==> src/design/adc_ctl_pkg.sv <==
// Shared constants for the converter control block
//
// Behaviour
// - One converter serves four analog inputs, 8-bit or 9-bit result by build.
// - 8-bit build puts result bits 7..0 in one readable result byte.
// - 9-bit build: high byte holds bits 8..1, low byte bit 7 holds bit 0.
// - Channel field routes one of four inputs; software keeps its top bit zero.
// - Pin config field 100 or higher makes all four shared pins analog.
// - Pin config zero returns pins to digital use and powers converter down.
// - Start bit driven 0 then 1 then 0 begins one conversion.
// - While start is high the converter is held reset and pending reads one.
// - Pending flag clears to zero when a conversion finishes.
// - End of conversion sets the request flag; interrupt only when enabled.
// - Divider select 00, 01, 10 divide by 2, 8, 32; 11 undefined.
// - A conversion lasts 64 periods in 8-bit build, 76 in 9-bit build.
// - Analog pins override port direction and drop their pull-high.
`default_nettype none
package adc_ctl_pkg;
    // ------------------------------------------------------------------
    // Register map
    // ------------------------------------------------------------------
    localparam logic [2:0] ADDR_RESULT_LOW = 3'h0;
    localparam logic [2:0] ADDR_RESULT_HIGH = 3'h1;
    localparam logic [2:0] ADDR_CONTROL = 3'h2;
    localparam logic [2:0] ADDR_CLK_SEL = 3'h3;
    localparam logic [2:0] ADDR_IRQ_STATUS = 3'h4;
    localparam logic [2:0] ADDR_IRQ_MASK = 3'h5;
    // ------------------------------------------------------------------
    // Control register fields
    // ------------------------------------------------------------------
    localparam int CTL_START_BIT = 7;
    localparam int CTL_PENDING_BIT = 6;
    localparam int CTL_PCFG_LSB = 3;
    localparam int CTL_CHAN_LSB = 0;
    localparam logic [2:0] PCFG_ALL_ANALOG = 3'h4;
    localparam logic [2:0] PCFG_OFF = 3'h0;
    localparam int IRQ_DONE_BIT = 0;
    // ------------------------------------------------------------------
    // Reset values
    // ------------------------------------------------------------------
    localparam logic [2:0] CHAN_RESET = 3'h0;
    localparam logic [2:0] PCFG_RESET = 3'h0;
    localparam logic [1:0] DIV_SEL_RESET = 2'h0;
    localparam logic PENDING_RESET = 1'b1;
    // ------------------------------------------------------------------
    // Divider codes and ratios
    // ------------------------------------------------------------------
    localparam logic [1:0] DIV_SEL_2 = 2'h0;
    localparam logic [1:0] DIV_SEL_8 = 2'h1;
    localparam logic [1:0] DIV_SEL_32 = 2'h2;
    localparam logic [4:0] DIV_LAST_2 = 5'h01;
    localparam logic [4:0] DIV_LAST_8 = 5'h07;
    localparam logic [4:0] DIV_LAST_32 = 5'h1F;
    // ------------------------------------------------------------------
    // Conversion lengths in conversion clock periods
    // ------------------------------------------------------------------
    localparam logic [6:0] CONV_PERIODS_8 = 7'd64;
    localparam logic [6:0] CONV_PERIODS_9 = 7'd76;
    localparam int RES_BITS_MAX = 9;
endpackage : adc_ctl_pkg
`default_nettype wire

==> src/design/conv_if.sv <==
// Internal carrier between control, clock divider and conversion core
`default_nettype none
interface conv_if;
    logic [1:0] div_sel;
    logic tick;
    logic hold;
    logic [8:0] sample;
    logic done;
    logic [8:0] result;
    modport div (input div_sel, output tick);
    modport core (input tick, hold, sample, output done, result);
    modport ctl (output div_sel, hold, sample, input tick, done, result);
endinterface : conv_if
`default_nettype wire

==> src/design/conv_clk_div.sv <==
// Conversion clock divider producing one-cycle enable pulses
`default_nettype none
module conv_clk_div
    import adc_ctl_pkg::*;
(
    // Clock and reset
    input wire logic sys_clk_in,
    input wire logic sys_rst_in,
    // Divider control and tick
    conv_if.div cif
);
    logic [4:0] cnt_reg;
    logic [4:0] last;

    // Ratio decode; code 11 stops the tick as its rate is undefined
    always_comb begin
        case (cif.div_sel)
            DIV_SEL_2: last = DIV_LAST_2;
            DIV_SEL_8: last = DIV_LAST_8;
            DIV_SEL_32: last = DIV_LAST_32;
            default: last = 5'h00;
        endcase
    end

    // Free running counter, restarted after it reaches the last count of the chosen ratio
    always_ff @(posedge sys_clk_in) begin
        if (sys_rst_in || last == 5'h00 || cnt_reg >= last) begin
            cnt_reg <= 5'h00;
        end else begin
            cnt_reg <= cnt_reg + 5'h01;
        end
    end

    assign cif.tick = (last != 5'h00) && (cnt_reg == last);
endmodule : conv_clk_div
`default_nettype wire

==> src/design/conv_core.sv <==
// Conversion core: counts conversion periods and captures the sample
`default_nettype none
module conv_core
    import adc_ctl_pkg::*;
#(
    parameter logic [6:0] CONV_PERIODS = CONV_PERIODS_9
) (
    // Clock and reset
    input wire logic sys_clk_in,
    input wire logic sys_rst_in,
    // Tick, hold, sample and completion
    conv_if.core cif
);
    logic armed_reg;
    logic [6:0] per_reg;
    logic done_reg;
    logic [8:0] result_reg;

    // Hold resets the core and arms it; counting starts once hold drops
    always_ff @(posedge sys_clk_in) begin
        if (sys_rst_in) begin
            armed_reg <= 1'b0;
            per_reg <= 7'd0;
        end else if (cif.hold) begin
            armed_reg <= 1'b1;
            per_reg <= 7'd0;
        end else if (armed_reg && cif.tick) begin
            if (per_reg == CONV_PERIODS - 7'd1) begin
                armed_reg <= 1'b0;
                per_reg <= 7'd0;
            end else begin
                per_reg <= per_reg + 7'd1;
            end
        end
    end

    // Completion pulse and sample capture on the final period
    always_ff @(posedge sys_clk_in) begin
        if (sys_rst_in) begin
            done_reg <= 1'b0;
            result_reg <= 9'h000;
        end else begin
            done_reg <= !cif.hold && armed_reg && cif.tick &&
                (per_reg == CONV_PERIODS - 7'd1);
            if (!cif.hold && armed_reg && cif.tick &&
                per_reg == CONV_PERIODS - 7'd1) begin
                result_reg <= cif.sample;
            end
        end
    end

    assign cif.done = done_reg;
    assign cif.result = result_reg;
endmodule : conv_core
`default_nettype wire

==> src/design/adc_sequencer_control.sv <==
// Top of the converter control block: registers, pins and interrupt
`default_nettype none
module adc_sequencer_control
    import adc_ctl_pkg::*;
#(
    parameter int RES_BITS = RES_BITS_MAX
) (
    // Clock and reset
    input wire logic sys_clk_in,
    input wire logic sys_rst_in,
    // Register port
    input wire logic [2:0] reg_addr_in,
    input wire logic [7:0] reg_wdata_in,
    input wire logic reg_wr_in,
    input wire logic reg_rd_in,
    output logic [7:0] reg_rdata_out,
    // Digitised levels of the four analog inputs
    input wire logic [35:0] analog_sample_in,
    // Shared pin control
    output logic [3:0] pin_analog_out,
    output logic converter_power_out,
    // Interrupt
    output logic irq_out
);
    // ------------------------------------------------------------------
    // Declarations
    // ------------------------------------------------------------------
    localparam logic [6:0] CONV_PERIODS =
        (RES_BITS == 8) ? CONV_PERIODS_8 : CONV_PERIODS_9;

    conv_if cif ();

    // Control and clock select fields
    logic [2:0] chan_reg;
    logic [2:0] pcfg_reg;
    logic start_reg;
    logic pending_reg;
    logic run_reg;
    logic [1:0] div_sel_reg;

    // Results, interrupt and read data
    logic [7:0] res_low_reg;
    logic [7:0] res_high_reg;
    logic irq_stat_reg;
    logic irq_mask_reg;
    logic [7:0] rdata_reg;

    // Sample path and pin side
    logic [35:0] samp_meta_reg;
    logic [35:0] samp_sync_reg;
    logic [35:0] samp_prev_reg;
    logic [35:0] samp_hold_reg;
    logic [3:0] pin_analog_reg;
    logic power_reg;

    // Decoded strobes and completion
    logic wr_ctl;
    logic done_ok;
    logic [8:0] sel_sample;

    // Write decode used by several processes
    function automatic logic wr_hit(input logic [2:0] a);
        wr_hit = reg_wr_in && (reg_addr_in == a);
    endfunction : wr_hit

    assign wr_ctl = wr_hit(ADDR_CONTROL);

    // ------------------------------------------------------------------
    // Submodules
    // ------------------------------------------------------------------
    conv_clk_div u_div (
        .sys_clk_in(sys_clk_in),
        .sys_rst_in(sys_rst_in),
        .cif(cif.div)
    );

    conv_core #(
        .CONV_PERIODS(CONV_PERIODS)
    ) u_core (
        .sys_clk_in(sys_clk_in),
        .sys_rst_in(sys_rst_in),
        .cif(cif.core)
    );

    // Core is held while start is high or the converter is powered off
    assign cif.hold = start_reg || (pcfg_reg == PCFG_OFF);
    assign cif.div_sel = div_sel_reg;

    // ------------------------------------------------------------------
    // Analog sample capture
    // ------------------------------------------------------------------
    // Samples come from outside the clock domain; two flops first
    always_ff @(posedge sys_clk_in) begin
        samp_meta_reg <= analog_sample_in;
        samp_sync_reg <= samp_meta_reg;
    end

    // Each level bit has its own synchroniser, so a word caught while the
    // sensor moves may mix old and new bits; a word is only taken once two
    // successive copies agree. A level that never settles keeps the last.
    always_ff @(posedge sys_clk_in) begin
        samp_prev_reg <= samp_sync_reg;
        if (samp_prev_reg == samp_sync_reg) begin
            samp_hold_reg <= samp_sync_reg;
        end
    end

    // Only the low two channel bits steer the mux; the top bit is stored but ignored
    always_comb begin
        sel_sample = 9'h000;
        case (chan_reg[1:0])
            2'h0: sel_sample = samp_hold_reg[8:0];
            2'h1: sel_sample = samp_hold_reg[17:9];
            2'h2: sel_sample = samp_hold_reg[26:18];
            2'h3: sel_sample = samp_hold_reg[35:27];
            default: sel_sample = 9'h000;
        endcase
    end

    // An 8-bit build sees the upper eight sample bits only
    assign cif.sample = (RES_BITS == 8) ?
        {1'b0, sel_sample[8:1]} : sel_sample;

    // ------------------------------------------------------------------
    // Control register
    // ------------------------------------------------------------------
    // Channel and pin configuration fields
    always_ff @(posedge sys_clk_in) begin
        if (sys_rst_in) begin
            chan_reg <= CHAN_RESET;
            pcfg_reg <= PCFG_RESET;
        end else if (wr_ctl) begin
            chan_reg <= reg_wdata_in[CTL_CHAN_LSB +: 3];
            pcfg_reg <= reg_wdata_in[CTL_PCFG_LSB +: 3];
        end
    end

    // Start bit; its fall releases the core and begins a conversion
    always_ff @(posedge sys_clk_in) begin
        if (sys_rst_in) begin
            start_reg <= 1'b0;
        end else if (wr_ctl) begin
            start_reg <= reg_wdata_in[CTL_START_BIT];
        end
    end

    // Run flag: set by a start pulse, cleared by completion or power-down.
    // The core stays armed through power-down, so without it switching
    // the pins back on would complete a conversion no start launched.
    always_ff @(posedge sys_clk_in) begin
        if (sys_rst_in) begin
            run_reg <= 1'b0;
        end else if (start_reg) begin
            run_reg <= 1'b1;
        end else if (cif.done || pcfg_reg == PCFG_OFF) begin
            run_reg <= 1'b0;
        end
    end

    // Completion as software sees it; a high start bit suppresses it
    assign done_ok = cif.done && run_reg && !start_reg;

    // Pending: forced high while start is high, cleared by completion
    always_ff @(posedge sys_clk_in) begin
        if (sys_rst_in) begin
            pending_reg <= PENDING_RESET;
        end else if (start_reg) begin
            pending_reg <= 1'b1;
        end else if (done_ok) begin
            pending_reg <= 1'b0;
        end
    end

    // ------------------------------------------------------------------
    // Clock select register
    // ------------------------------------------------------------------
    // Code 11 is stored and gives no conversion clock; code 00 is too
    // fast for an accurate result unless the system clock is slow
    always_ff @(posedge sys_clk_in) begin
        if (sys_rst_in) begin
            div_sel_reg <= DIV_SEL_RESET;
        end else if (wr_hit(ADDR_CLK_SEL)) begin
            div_sel_reg <= reg_wdata_in[1:0];
        end
    end

    // ------------------------------------------------------------------
    // Result bytes
    // ------------------------------------------------------------------
    // Loaded with the completion that clears pending, then held
    always_ff @(posedge sys_clk_in) begin
        if (sys_rst_in) begin
            res_low_reg <= 8'h00;
            res_high_reg <= 8'h00;
        end else if (done_ok) begin
            if (RES_BITS == 8) begin
                res_low_reg <= cif.result[7:0];
                res_high_reg <= 8'h00;
            end else begin
                res_low_reg <= {cif.result[0], 7'h00};
                res_high_reg <= cif.result[8:1];
            end
        end
    end

    // ------------------------------------------------------------------
    // Interrupt status and mask
    // ------------------------------------------------------------------
    // Completion sets the sticky flag; a set beats a same-cycle clear
    always_ff @(posedge sys_clk_in) begin
        if (sys_rst_in) begin
            irq_stat_reg <= 1'b0;
        end else if (done_ok) begin
            irq_stat_reg <= 1'b1;
        end else if (wr_hit(ADDR_IRQ_STATUS) &&
            reg_wdata_in[IRQ_DONE_BIT]) begin
            irq_stat_reg <= 1'b0;
        end
    end

    // Mask of the same layout
    always_ff @(posedge sys_clk_in) begin
        if (sys_rst_in) begin
            irq_mask_reg <= 1'b0;
        end else if (wr_hit(ADDR_IRQ_MASK)) begin
            irq_mask_reg <= reg_wdata_in[IRQ_DONE_BIT];
        end
    end

    // Level interrupt only while enabled
    assign irq_out = irq_stat_reg && irq_mask_reg;

    // ------------------------------------------------------------------
    // Shared pin control
    // ------------------------------------------------------------------
    // Converter power follows a nonzero pin configuration
    always_ff @(posedge sys_clk_in) begin
        if (sys_rst_in) begin
            power_reg <= 1'b0;
        end else begin
            power_reg <= (pcfg_reg != PCFG_OFF);
        end
    end

    // Codes 1..3 give one to three pins; 100 and above give all four
    always_ff @(posedge sys_clk_in) begin
        if (sys_rst_in) begin
            pin_analog_reg <= 4'h0;
        end else begin
            if (pcfg_reg >= PCFG_ALL_ANALOG) begin
                pin_analog_reg <= 4'hF;
            end else begin
                case (pcfg_reg)
                    3'h1: pin_analog_reg <= 4'h1;
                    3'h2: pin_analog_reg <= 4'h3;
                    3'h3: pin_analog_reg <= 4'h7;
                    default: pin_analog_reg <= 4'h0;
                endcase
            end
        end
    end

    // A set bit overrides the pin direction and drops the pull-high
    assign pin_analog_out = pin_analog_reg;
    assign converter_power_out = power_reg;

    // ------------------------------------------------------------------
    // Read port
    // ------------------------------------------------------------------
    // Data stand for the one cycle after the strobe, zero otherwise
    // Map: 0 low result, 1 high result, 2 control, 3 clock select,
    // 4 interrupt status, 5 interrupt mask; other addresses read zero
    always_ff @(posedge sys_clk_in) begin
        if (sys_rst_in || !reg_rd_in) begin
            rdata_reg <= 8'h00;
        end else begin
            case (reg_addr_in)
                ADDR_RESULT_LOW: rdata_reg <= res_low_reg;
                ADDR_RESULT_HIGH: rdata_reg <= res_high_reg;
                ADDR_CONTROL: rdata_reg <= {start_reg, pending_reg,
                    pcfg_reg, chan_reg};
                ADDR_CLK_SEL: rdata_reg <= {6'h00, div_sel_reg};
                ADDR_IRQ_STATUS: rdata_reg <= {7'h00, irq_stat_reg};
                ADDR_IRQ_MASK: rdata_reg <= {7'h00, irq_mask_reg};
                default: rdata_reg <= 8'h00;
            endcase
        end
    end

    assign reg_rdata_out = rdata_reg;
endmodule : adc_sequencer_control
`default_nettype wire

==> config.mk <==
export PLATFORM = sky130hd
export DESIGN_NAME = adc_sequencer_control
export DESIGN_NICKNAME = d
export VERILOG_FILES = /design/src/design/adc_ctl_pkg.sv /design/src/design/conv_if.sv /design/src/design/conv_clk_div.sv /design/src/design/conv_core.sv /design/src/design/adc_sequencer_control.sv
export SDC_FILE = /design/constraint.sdc
export NUM_CORES = 1
export LEC_CHECK = 0
export BUFFER_PORTS_ARGS = -buffer_cell sky130_fd_sc_hd__buf_4
export CORE_ASPECT_RATIO = 0.6
export CORE_MARGIN = 10
export CORE_UTILIZATION = 54
export DETAILED_ROUTE_END_ITERATION = 12
export PLACE_DENSITY = 0.81
export SLEW_MARGIN = 20
export SYNTH_ARGS = -nofsm -noshare
export SYNTH_HDL_FRONTEND = slang
export SYNTH_SLANG_ARGS = --single-unit
==> constraint.sdc <==
create_clock -name sys_clk_in -period 9.41 [get_ports sys_clk_in]
set_clock_uncertainty 0.15 [all_clocks]
set_input_delay 1.882 -clock sys_clk_in [delete_from_list [all_inputs] [get_ports sys_clk_in]]
set_output_delay 1.882 -clock sys_clk_in [all_outputs]
set_load 0.05 [all_outputs]
==> results.txt, run 1 <==
----------------------------------------------------
[Outcome]
  Result of the run ... finished, final reports clean

[Finish]
  Final core area utilization ... 0.6603
  Number of nets in the layout ... 600
  ANT cells ... 0
  Layout overhead on the synthesized area ... 18.31%
  Share of layout cells above drive strength 1 ... 0.2156
  Non-filler cells in the finished layout ... 712
  Area of all placed cells without fillers ... 7535 sq um

[Floorplan]
  Die area ... 16680 sq um
  Initial core utilization ... 0.5581
  Number of top-level pins ... 65
  Area of the core ... 11410 sq um
  Die outline width ... 160.2 um
  Standard-cell rows ... 30
  Die Span Y ... 104.1 um

[Power and ir drop]
  Leakage power summed over all cells ... 2.854 nW
  Peak supply drop ... 0.1945 mV
  Comb power frac ... 0.052
  Sw Ratio ... 0.2115
  Int Power ... 1.351 mW
  Power spent charging and discharging nets ... 362.4 uW
  Power per cell area ... 227.4 nW/um^2
  Sequential share of power ... 0.542
  Part of the total power dissipated in the clock network ... 0.406

[Timing]
  Slew margin rel. ... 0.4928
  Hold Slack ... 0.1754 ns
  Final setup TNS ... 0 ns
  Final setup violation count ... 0
  Final Max Tran Viols ... 0
  Final period util ... 0.3397
  Endpoints failing hold ... 0
  RSZ-0062 raised after global routing ... no
  Top achievable clock speed ... 312.8 MHz
  Min Clock Period, post-route ... 3.197 ns
  Worst Tran Pin Value ... 0.7551 ns

[Logic synthesis]
  Distinct cell type count of the synthesized netlist ... 45
  Synth top cells by count ... dfxtp_1, edfxtp_1, nor2_1
  Cell types with the largest area share after synthesis ... dfxtp_1, edfxtp_1, xor2_1, mux4_2, xnor2_1
  Most used standard cell by instance count after synthesis ... dfxtp_1
  Ys flop type ... dfxtp_1
  Combined area of all synthesized cells ... 6369 sq um
  Proportion of register bits with asynchronous set or reset after synthesis ... 0
  Post-synthesis sequential area ratio ... 0.6916
  Synth Net Count ... 530
  Mean instance size in the synthesized netlist ... 13.55 sq um
  Total of flip-flops plus latches after synthesis ... 202
  Cell type with the largest total area after synthesis ... dfxtp_1
  Yosys synthesis warning count ... 0
  Synth top area share ... 0.5218
  Gate Count Post-Synth ... 470
  Number of synthesized flops with an enable pin ... 36

[Clocking]
  Reg clk slew, reported paths ... 0.06 ns
  CTS tree ... built
  Insertion delay of the later-clocked pin in the worst-skew pair ... 0.49 ns
  Total CTS buffers ... 18
  Clock root buffer ... clkbuf_16
  Bufs on Longest Clock Path ... 3
  Setup bufs post-CTS ... 0
  Count of hold buffers inserted by post-cts repair ... 0
  H-tree depth ... 1
  Clock net sink count ... 202
  Number of gates given a new drive strength after cts ... 0

[Drt]
  Number of vias in the routed layout ... 3599
  DRC errors left ... 0
  Routed WL per cell ... 15.77 um
  Total routed wirelength ... 11230 um
  Post-DRT Antenna Nets ... 0
  DRC marker count from the first detailed-route iteration ... 285
  Pre-Repair DR Iteration Count ... 5
  Number of vias per cell after detailed routing ... 5.055

[Critical path]
  Data arrival time of the critical path ... 1.16 ns
  Data required time at the worst endpoint ... 7.38 ns
  Crit path max-delay family ... flip-flops
  Startpoint Class ... register
  Endpoint type of the worst setup path ... output port
  Maximum net fanout on the critical path ... 3
  Number of buffers and inverters on the critical path ... 1
  Worst-path cell with the longest stage delay ... dfxtp_1
  CP Class ... reg2out
  List of cells traversed by the critical path ... and2_1 > buf_4
  Largest stage delay, worst path ... 0.36 ns

[Global route]
  Vias in the first global route ... 3826
  Wire length of the first global-routing pass ... 18640 um
  Total routing usage reported by global routing ... 0.1337
  Initial antenna violation count ... 0
  Largest net degree at the start of global routing ... 42
  Total grt overflow ... 0

[Placed design]
  Standard cell area after detailed placement ... 6950 sq um
  Routability Congestion ... 0.8137
  DPL Wire Length ... 7958 um
  # placed instances ... 680
  Port Buffers ... 63

[Min path]
  Hold Path Class ... reg2reg

[Flow run]
  Max-Cap Viols ... 0

----------------------------------------------------
metal layers:
| layer | wire length, um | track usage |
|---|---|---|
| met1 | 5385 | 0.1817 |
| met2 | 4905 | 0.2014 |
| met3 | 714 | 0.03834 |
| met4 | 225 | 0.04243 |
| met5 | 0 | 0 |
power groups by stage:
stage / Combinational [mW] / Sequential, mW / Clock, mW
floorplan: 0.0574 / 0.944 / 0
global placement: 0.0814 / 0.947 / 0
detailed placement: 0.0862 / 0.949 / 0
CTS: 0.0869 / 0.930 / 0.712
global route: 0.0991 / 0.932 / 0.750
finish: 0.0889 / 0.929 / 0.695
worst paths after layout:
path              slack (ns)  cells past startpoint                 to              start
setup / recovery        6.21                      2            irq_out       irq_stat_reg
hold / removal          0.18                      0  samp_sync_reg[28]  samp_meta_reg[28]
setup reg to reg        6.72                      5  samp_hold_reg[17]  samp_sync_reg[12]
hold reg to reg         0.18                      0  samp_sync_reg[28]  samp_meta_reg[28]
placed cells by master (no fill, tap or decap), types with 2 or more instances in the layout:
cell type | netlist | final
dfxtp_1 | 166 | 166
buf_4 | 1 | 64
edfxtp_1 | 36 | 36
nor2_1 | 33 | 33
xor2_1 | 29 | 29
nand2_1 | 27 | 27
a21oi_1 | 21 | 21
clkbuf_16 | 0 | 18
xnor2_1 | 16 | 16
nand4_1 | 13 | 13
mux2i_1 | 13 | 13
nor4_1 | 12 | 11
o21ai_2 | 9 | 9
mux4_2 | 9 | 9
ha_1 | 9 | 9
inv_1 | 8 | 8
nor3_1 | 7 | 7
nand3_1 | 6 | 6
a22oi_1 | 6 | 6
clkbuf_1 | 5 | 6
nor2b_1 | 4 | 4
clkinv_2 | 0 | 4
nand4b_1 | 3 | 3
nand3b_1 | 3 | 3
o21ai_0 | 3 | 3
and2_1 | 2 | 2
nor4_4 | 0 | 2
o21a_1 | 2 | 2
mux2_2 | 2 | 2
nor4b_1 | 2 | 2
clkbuf_8 | 3 | 2
final cells by class:
cell class                      count  area (sq um)
Inverter                            8         30.03
Fill cell                         864          3876
Tap cell                          160         200.2
Clock buffer                       26         500.5
Timing Repair Buffer               64         480.5
Clock inverter                      6         66.31
Multi-Input combinational cell    246          1853
Sequential cell                   202          4404
metrics by stage:
step,power [mW],setup WS (ns)
global route,1.782,6.150
global placement,1.028,6.053
floorplan,1.002,4.443
finish,1.713,6.213
CTS,1.729,6.209
detailed placement,1.035,5.992
logic make-up after synthesis:
kind of cell | share of synthesized area
buf+inv | 0.02122
flops | 0.6916
compound gates | 0.04460
simple gates | 0.1073
fa+ha+maj | 0.01768
xor+xnor | 0.06188
mux | 0.05579
Note: power is estimated with default switching activity, not from simulation.
==> run 2, diff against run 1 <==
Settings changed: CORE_UTILIZATION 54 to 52.
Clock period 9.41 ns to 2.8 ns, I/O delays scaled along.
==> run 2 against run 1 <==
First-iteration DRC count fell by 27%. Sequential share of layout area increased by 0.33 points. Non-clock buffer count is 2 higher. Largest cell class unchanged. Clock power rose to 3.2 times the previous value. Highest routed layer unchanged.
==> results.txt, run 2 (synthesized netlist as in run 1, its figures left out) <==
----------------------------------------------------
[Critical path]
  Number of cell instances on the worst register-to-register path ... 7
  Endpoint type of the worst setup path ... register
  Worst-path cell with the longest stage delay ... or4_4
  Worst reg2reg path startpoint ... cif.div_sel[0]
  Data required time at the worst endpoint ... 3.01 ns
  Largest stage delay, worst path ... 0.64 ns
  Startpoint Class ... register
  Worst R2R End ... u_core.per_reg[2]
  Data arrival time of the critical path ... 2.72 ns
  R2r setup slk ... 0.29 ns
  CP Class ... reg2reg
  Most repeated library cell on the critical path ... ha_1
  List of cells traversed by the critical path ... inv_1 > ha_1 > ha_1 > nand3_2 > or4_4 > nand3b_1 > nor2_1
  Maximum net fanout on the critical path ... 11

[Clocking]
  Bufs on Longest Clock Path ... 3
  CTS tree ... built
  Clock net sink count ... 202
  Setup bufs post-CTS ... 0
  Reg clk slew, reported paths ... 0.07 ns
  Count of hold buffers inserted by post-cts repair ... 0
  Clock root buffer ... clkbuf_16
  Insertion delay of the later-clocked pin in the worst-skew pair ... 0.48 ns
  Number of gates given a new drive strength after cts ... 0
  H-tree depth ... 1
  Total CTS buffers ... 17

[Global route]
  Global-route track usage on met2 ... 0.2179
  Met3 capacity usage during global routing ... 0.04157
  Vias in the first global route ... 3880
  Total routing usage reported by global routing ... 0.1339
  Met1 usage ... 0.1681
  Largest net degree at the start of global routing ... 42
  Total grt overflow ... 0
  Most used routing layer in global routing ... met2
  Initial antenna violation count ... 0
  Wire length of the first global-routing pass ... 19120 um

[Timing]
  RSZ-0062 raised after global routing ... no
  Top achievable clock speed ... 398.2 MHz
  Least setup slack across all paths after layout ... 0.2888 ns
  Slew margin rel. ... 0.5055
  Final setup TNS ... 0 ns
  Hold Slack ... 0.02839 ns
  Final setup violation count ... 0
  Min Clock Period, post-route ... 2.511 ns
  Final period util ... 0.8969
  Worst Tran Pin Value ... 0.7407 ns
  Final Max Tran Viols ... 0
  Endpoints failing hold ... 0

[Placed design]
  Worst setup slack after placement ... 0.2674 ns
  Standard cell area after detailed placement ... 6980 sq um
  Port Buffers ... 63
  # placed instances ... 687
  Routability Congestion ... 0.8400
  DPL Wire Length ... 8010 um

[Finish]
  Leading cell types in the layout, fill and taps excluded ... dfxtp_1, buf_4, edfxtp_1, nor2_1, xor2_1
  Non-filler cells in the finished layout ... 717
  Number of nets in the layout ... 601
  Share of layout cells above drive strength 1 ... 0.2138
  Area of all placed cells without fillers ... 7492 sq um
  ANT cells ... 0
  Final core area utilization ... 0.6231
  Layout overhead on the synthesized area ... 17.64%
  Most frequent standard cell in the layout excluding fill and tap cells ... dfxtp_1

[Min path]
  Hold Path Class ... in2reg
  Hold path start ... analog_sample_in[10]
  Worst hold path depth ... 1
  Hold path endpoint ... samp_meta_reg[10]

[Drt]
  DRC marker count from the first detailed-route iteration ... 208
  Number of vias per cell after detailed routing ... 5.060
  Total routed wirelength ... 11530 um
  Post-DRT Antenna Nets ... 0
  DRC errors left ... 0
  Pre-Repair DR Iteration Count ... 4
  Number of vias in the routed layout ... 3628
  Routed WL per cell ... 16.07 um

[Floorplan]
  Area of the core ... 12020 sq um
  Initial core utilization ... 0.5297
  Die area ... 17220 sq um
  Die outline width ... 162.9 um
  Standard-cell rows ... 31
  Die Span Y ... 105.7 um
  Number of top-level pins ... 65

[Outcome]
  Result of the run ... finished, final reports clean

[Power and ir drop]
  Post-layout total power ... 5.611 mW
  Peak supply drop ... 0.4948 mV
  Leakage power summed over all cells ... 2.836 nW
  Power per cell area ... 748.9 nW/um^2

[Flow run]
  Max-Cap Viols ... 0

----------------------------------------------------
==> run 2: final cells by class <==
cell class | count | area, sq um
repair buffers | 66 | 495.5
inverters | 8 | 30.03
flip-flops and latches | 202 | 4404
multi-input cells | 246 | 1844
clock buffers | 27 | 493.0
well taps | 165 | 206.4
fillers | 908 | 4532
clock inverters | 3 | 18.77
==> run 2: layer usage <==
| metal | wire length, um | share of wire |
|---|---|---|
| met1 | 5399 | 0.47 |
| met3 | 756 | 0.066 |
| met5 | 0 | 0 |
| met2 | 5071 | 0.44 |
| met4 | 297 | 0.026 |
==> run 2: how the worst max path moves through the flow <==
stage / endpoint / from / depth (start not counted) / slack (ns)
detailed placement: u_core.per_reg[2] / cif.div_sel[0] / 7 / 0.27
CTS: u_core.per_reg[2] / cif.div_sel[0] / 7 / 0.26
global route: u_core.per_reg[2] / cif.div_sel[0] / 7 / 0.16
finish: u_core.per_reg[2] / cif.div_sel[0] / 7 / 0.29
floorplan: samp_hold_reg[0] / samp_sync_reg[21] / 4 / 0.12
global placement: u_core.per_reg[1] / cif.div_sel[0] / 7 / 0.38
==> run 2: where the power goes <==
group	switching [mW]	leakage [nW]	internal (mW)
registers	0.0686	1.70	3.06
logic	0.150	0.881	0.138
clock network	0.984	0.252	1.21
total	1.20	2.84	4.41
==> run 2: critical path: cells and delay by family (launching register included) <==
family / cells / cell delay, ns
buffers and inverters: 1 / 0.07
flip-flops: 1 / 0.39
adder cells (fa/ha/maj): 2 / 0.63
AND/OR/NAND/NOR: 4 / 1.17
==> run 3, diff against run 2 <==
Settings changed: ABC_AREA set to 1, GPL_ROUTABILITY_DRIVEN set to 0.
==> run 3 against run 2 <==
Setup slack improved by 0.23 ns. Largest power group unchanged. Critical path type unchanged. Synthesized cell count rose by 42%. Critical endpoint is now u_core.cif.result[3]. Sequential share of layout area decreased by 2.0 points. Critical path depth is 3 higher. Total power grew 3.6%. Worst hold slack gained 0.0028 ns. Sequential power about the same. Core utilization rose by 1.4 points.
==> results.txt, run 3 <==
----------------------------------------------------
[Timing]
  Final Max Tran Viols ... 0
  Endpoints failing hold ... 0
  Worst Tran Pin Value ... 0.6704 ns
  Top achievable clock speed ... 438.4 MHz
  Final setup TNS ... 0 ns
  Min Clock Period, post-route ... 2.281 ns
  Final period util ... 0.8146
  Final setup violation count ... 0
  Slew margin rel. ... 0.5514
  RSZ-0062 raised after global routing ... no

[Clocking]
  Count of hold buffers inserted by post-cts repair ... 0
  CTS tree ... built
  Clock net sink count ... 202
  H-tree depth ... 1
  Insertion delay of the later-clocked pin in the worst-skew pair ... 0.48 ns
  Setup bufs post-CTS ... 0
  Reg clk slew, reported paths ... 0.07 ns
  Total CTS buffers ... 18
  Number of gates given a new drive strength after cts ... 0
  Bufs on Longest Clock Path ... 3
  Clock root buffer ... clkbuf_16

[Drt]
  Number of vias in the routed layout ... 4490
  Routed WL per cell ... 13.75 um
  DRC marker count from the first detailed-route iteration ... 314
  Pre-Repair DR Iteration Count ... 7
  Post-DRT Antenna Nets ... 0
  Number of vias per cell after detailed routing ... 4.865
  DRC errors left ... 0
  Total routed wirelength ... 12700 um

[Critical path]
  Largest stage delay, worst path ... 0.34 ns
  Worst setup path startpoint ... cif.div_sel[0]
  Endpoint type of the worst setup path ... register
  Maximum net fanout on the critical path ... 19
  List of cells traversed by the critical path ... inv_1 > ha_1 > ha_1 > nand2_2 > nor2_4 > nand2_4 > nor2_8 > nand3b_4 > nor2_1 > nor2_1
  CP Class ... reg2reg
  Worst-path cell with the longest stage delay ... dfxtp_1
  Worst reg2reg path startpoint ... cif.div_sel[0]
  Startpoint Class ... register
  Data required time at the worst endpoint ... 3.02 ns
  Data arrival time of the critical path ... 2.50 ns

[Min path]
  Hold path start ... analog_sample_in[33]
  Hold Path Class ... in2reg

[Global route]
  Wire length of the first global-routing pass ... 20380 um
  Largest net degree at the start of global routing ... 37
  Initial antenna violation count ... 0
  Global-route track usage on met2 ... 0.2118
  Vias in the first global route ... 4428
  Met1 usage ... 0.1908
  Total grt overflow ... 0
  Total routing usage reported by global routing ... 0.1396
  Met3 capacity usage during global routing ... 0.04278
  Most used routing layer in global routing ... met2

[Logic synthesis]
  Total of flip-flops plus latches after synthesis ... 202
  Mean instance size in the synthesized netlist ... 9.787 sq um
  Cell type with the largest total area after synthesis ... dfxtp_1
  Cell types with the largest area share after synthesis ... dfxtp_1, edfxtp_1, nand2_1, inv_1, nor2_1
  Synth Net Count ... 728
  Synth top cells by count ... nand2_1, dfxtp_1, inv_1
  Most used standard cell by instance count after synthesis ... nand2_1
  Synth top area share ... 0.5083
  Gate Count Post-Synth ... 668
  Yosys synthesis warning count ... 0
  Ys flop type ... dfxtp_1
  Proportion of register bits with asynchronous set or reset after synthesis ... 0
  Number of synthesized flops with an enable pin ... 36
  Post-synthesis sequential area ratio ... 0.6737
  Combined area of all synthesized cells ... 6538 sq um
  Distinct cell type count of the synthesized netlist ... 32

[Floorplan]
  Number of top-level pins ... 65
  Die Span Y ... 106.9 um
  Die area ... 17600 sq um
  Initial core utilization ... 0.5368
  Standard-cell rows ... 31
  Area of the core ... 12180 sq um
  Die outline width ... 164.8 um

[Finish]
  ANT cells ... 0
  Layout overhead on the synthesized area ... 18.74%
  Non-filler cells in the finished layout ... 923
  Leading cell types in the layout, fill and taps excluded ... nand2_1, dfxtp_1, inv_1, nor2_1, buf_4
  Number of nets in the layout ... 806
  Share of layout cells above drive strength 1 ... 0.1438
  Most frequent standard cell in the layout excluding fill and tap cells ... nand2_1

[Flow run]
  Max-Cap Viols ... 0

[Power and ir drop]
  Power per cell area ... 748.7 nW/um^2
  Leakage power summed over all cells ... 3.509 nW
  Peak supply drop ... 0.5098 mV

[Placed design]
  # placed instances ... 891
  DPL Wire Length ... 8882 um
  Port Buffers ... 63

[Outcome]
  Result of the run ... finished, final reports clean

----------------------------------------------------
-- run 3: cell count changes after synthesis, sizes merged, moves of 7 or more --
cell   change
nand2    +148
inv       +77
nor4      -12
mux2i     -13
mux4       -9
xor2      -22
nor2      +48
o21ai     +13
a21oi      +7
-- run 3: per-layer routing --
layer | part of all wire | wire length [um] | vias up
li1 | - | - | 2247
met1 | 0.47 | 5966 | 2061
met2 | 0.43 | 5462 | 163
met3 | 0.083 | 1051 | 19
met4 | 0.017 | 214 | 0
met5 | 0 | 0 | -
-- run 3: where the power goes --
group          internal, mW  switching, mW
clock network          1.33           1.01
logic                 0.146          0.197
registers              3.06         0.0714
total                  4.54           1.27
-- run 3: stage by stage --
step | utilization | setup slack, ns | hold slack (ns) | cell area (sq um) | total power [mW]
after floorplan | - | 0.5213 | 0.1596 | 6540 | 3.404
after global placement | 0.5908 | 0.6918 | 0.1630 | 7196 | 3.508
after detailed placement | 0.5908 | 0.5501 | 0.1621 | 7196 | 3.539
after CTS | 0.6374 | 0.5372 | 0.01861 | 7762 | 5.864
after global routing | 0.6374 | 0.4404 | 0.01054 | 7762 | 6.024
final | 0.6374 | 0.5192 | 0.03122 | 7762 | 5.812
-- run 3: cells by family after synthesis --
group,count (synthesis),share of synthesized area
AO/OA/AOI/OAI,57,0.04536
adder cells (fa/ha/maj),9,0.01723
flip-flops,202,0.6737
XOR/XNOR,17,0.02277
buffers and inverters,93,0.05531
AND/OR/NAND/NOR,290,0.1856
-- run 3: worst max-delay path, delay by kind of cell (launching register included) --
family / cells / cell delay [ns]
DFF: 1 / 0.34
adders and majority gates: 2 / 0.65
and+or+nand+nor: 7 / 0.93
buffers and inverters: 1 / 0.08
-- run 3: layout make-up --
type,count,area (sq um)
sequential,202,4404
clock buffer,27,535.5
tap,165,206.4
multi-input combinational,373,1774
timing repair buffer,65,488.0
inverter,86,322.8
clock inverter,5,31.28
fill,960,4417
-- run 3: worst paths after layout --
check | to | slack (ns) | cells after the start
setup / recovery | u_core.cif.result[3] | 0.52 | 10
hold / removal | samp_meta_reg[33] | 0.03 | 1
setup reg to reg | u_core.cif.result[3] | 0.52 | 10
hold reg to reg | samp_sync_reg[30] | 0.17 | 0
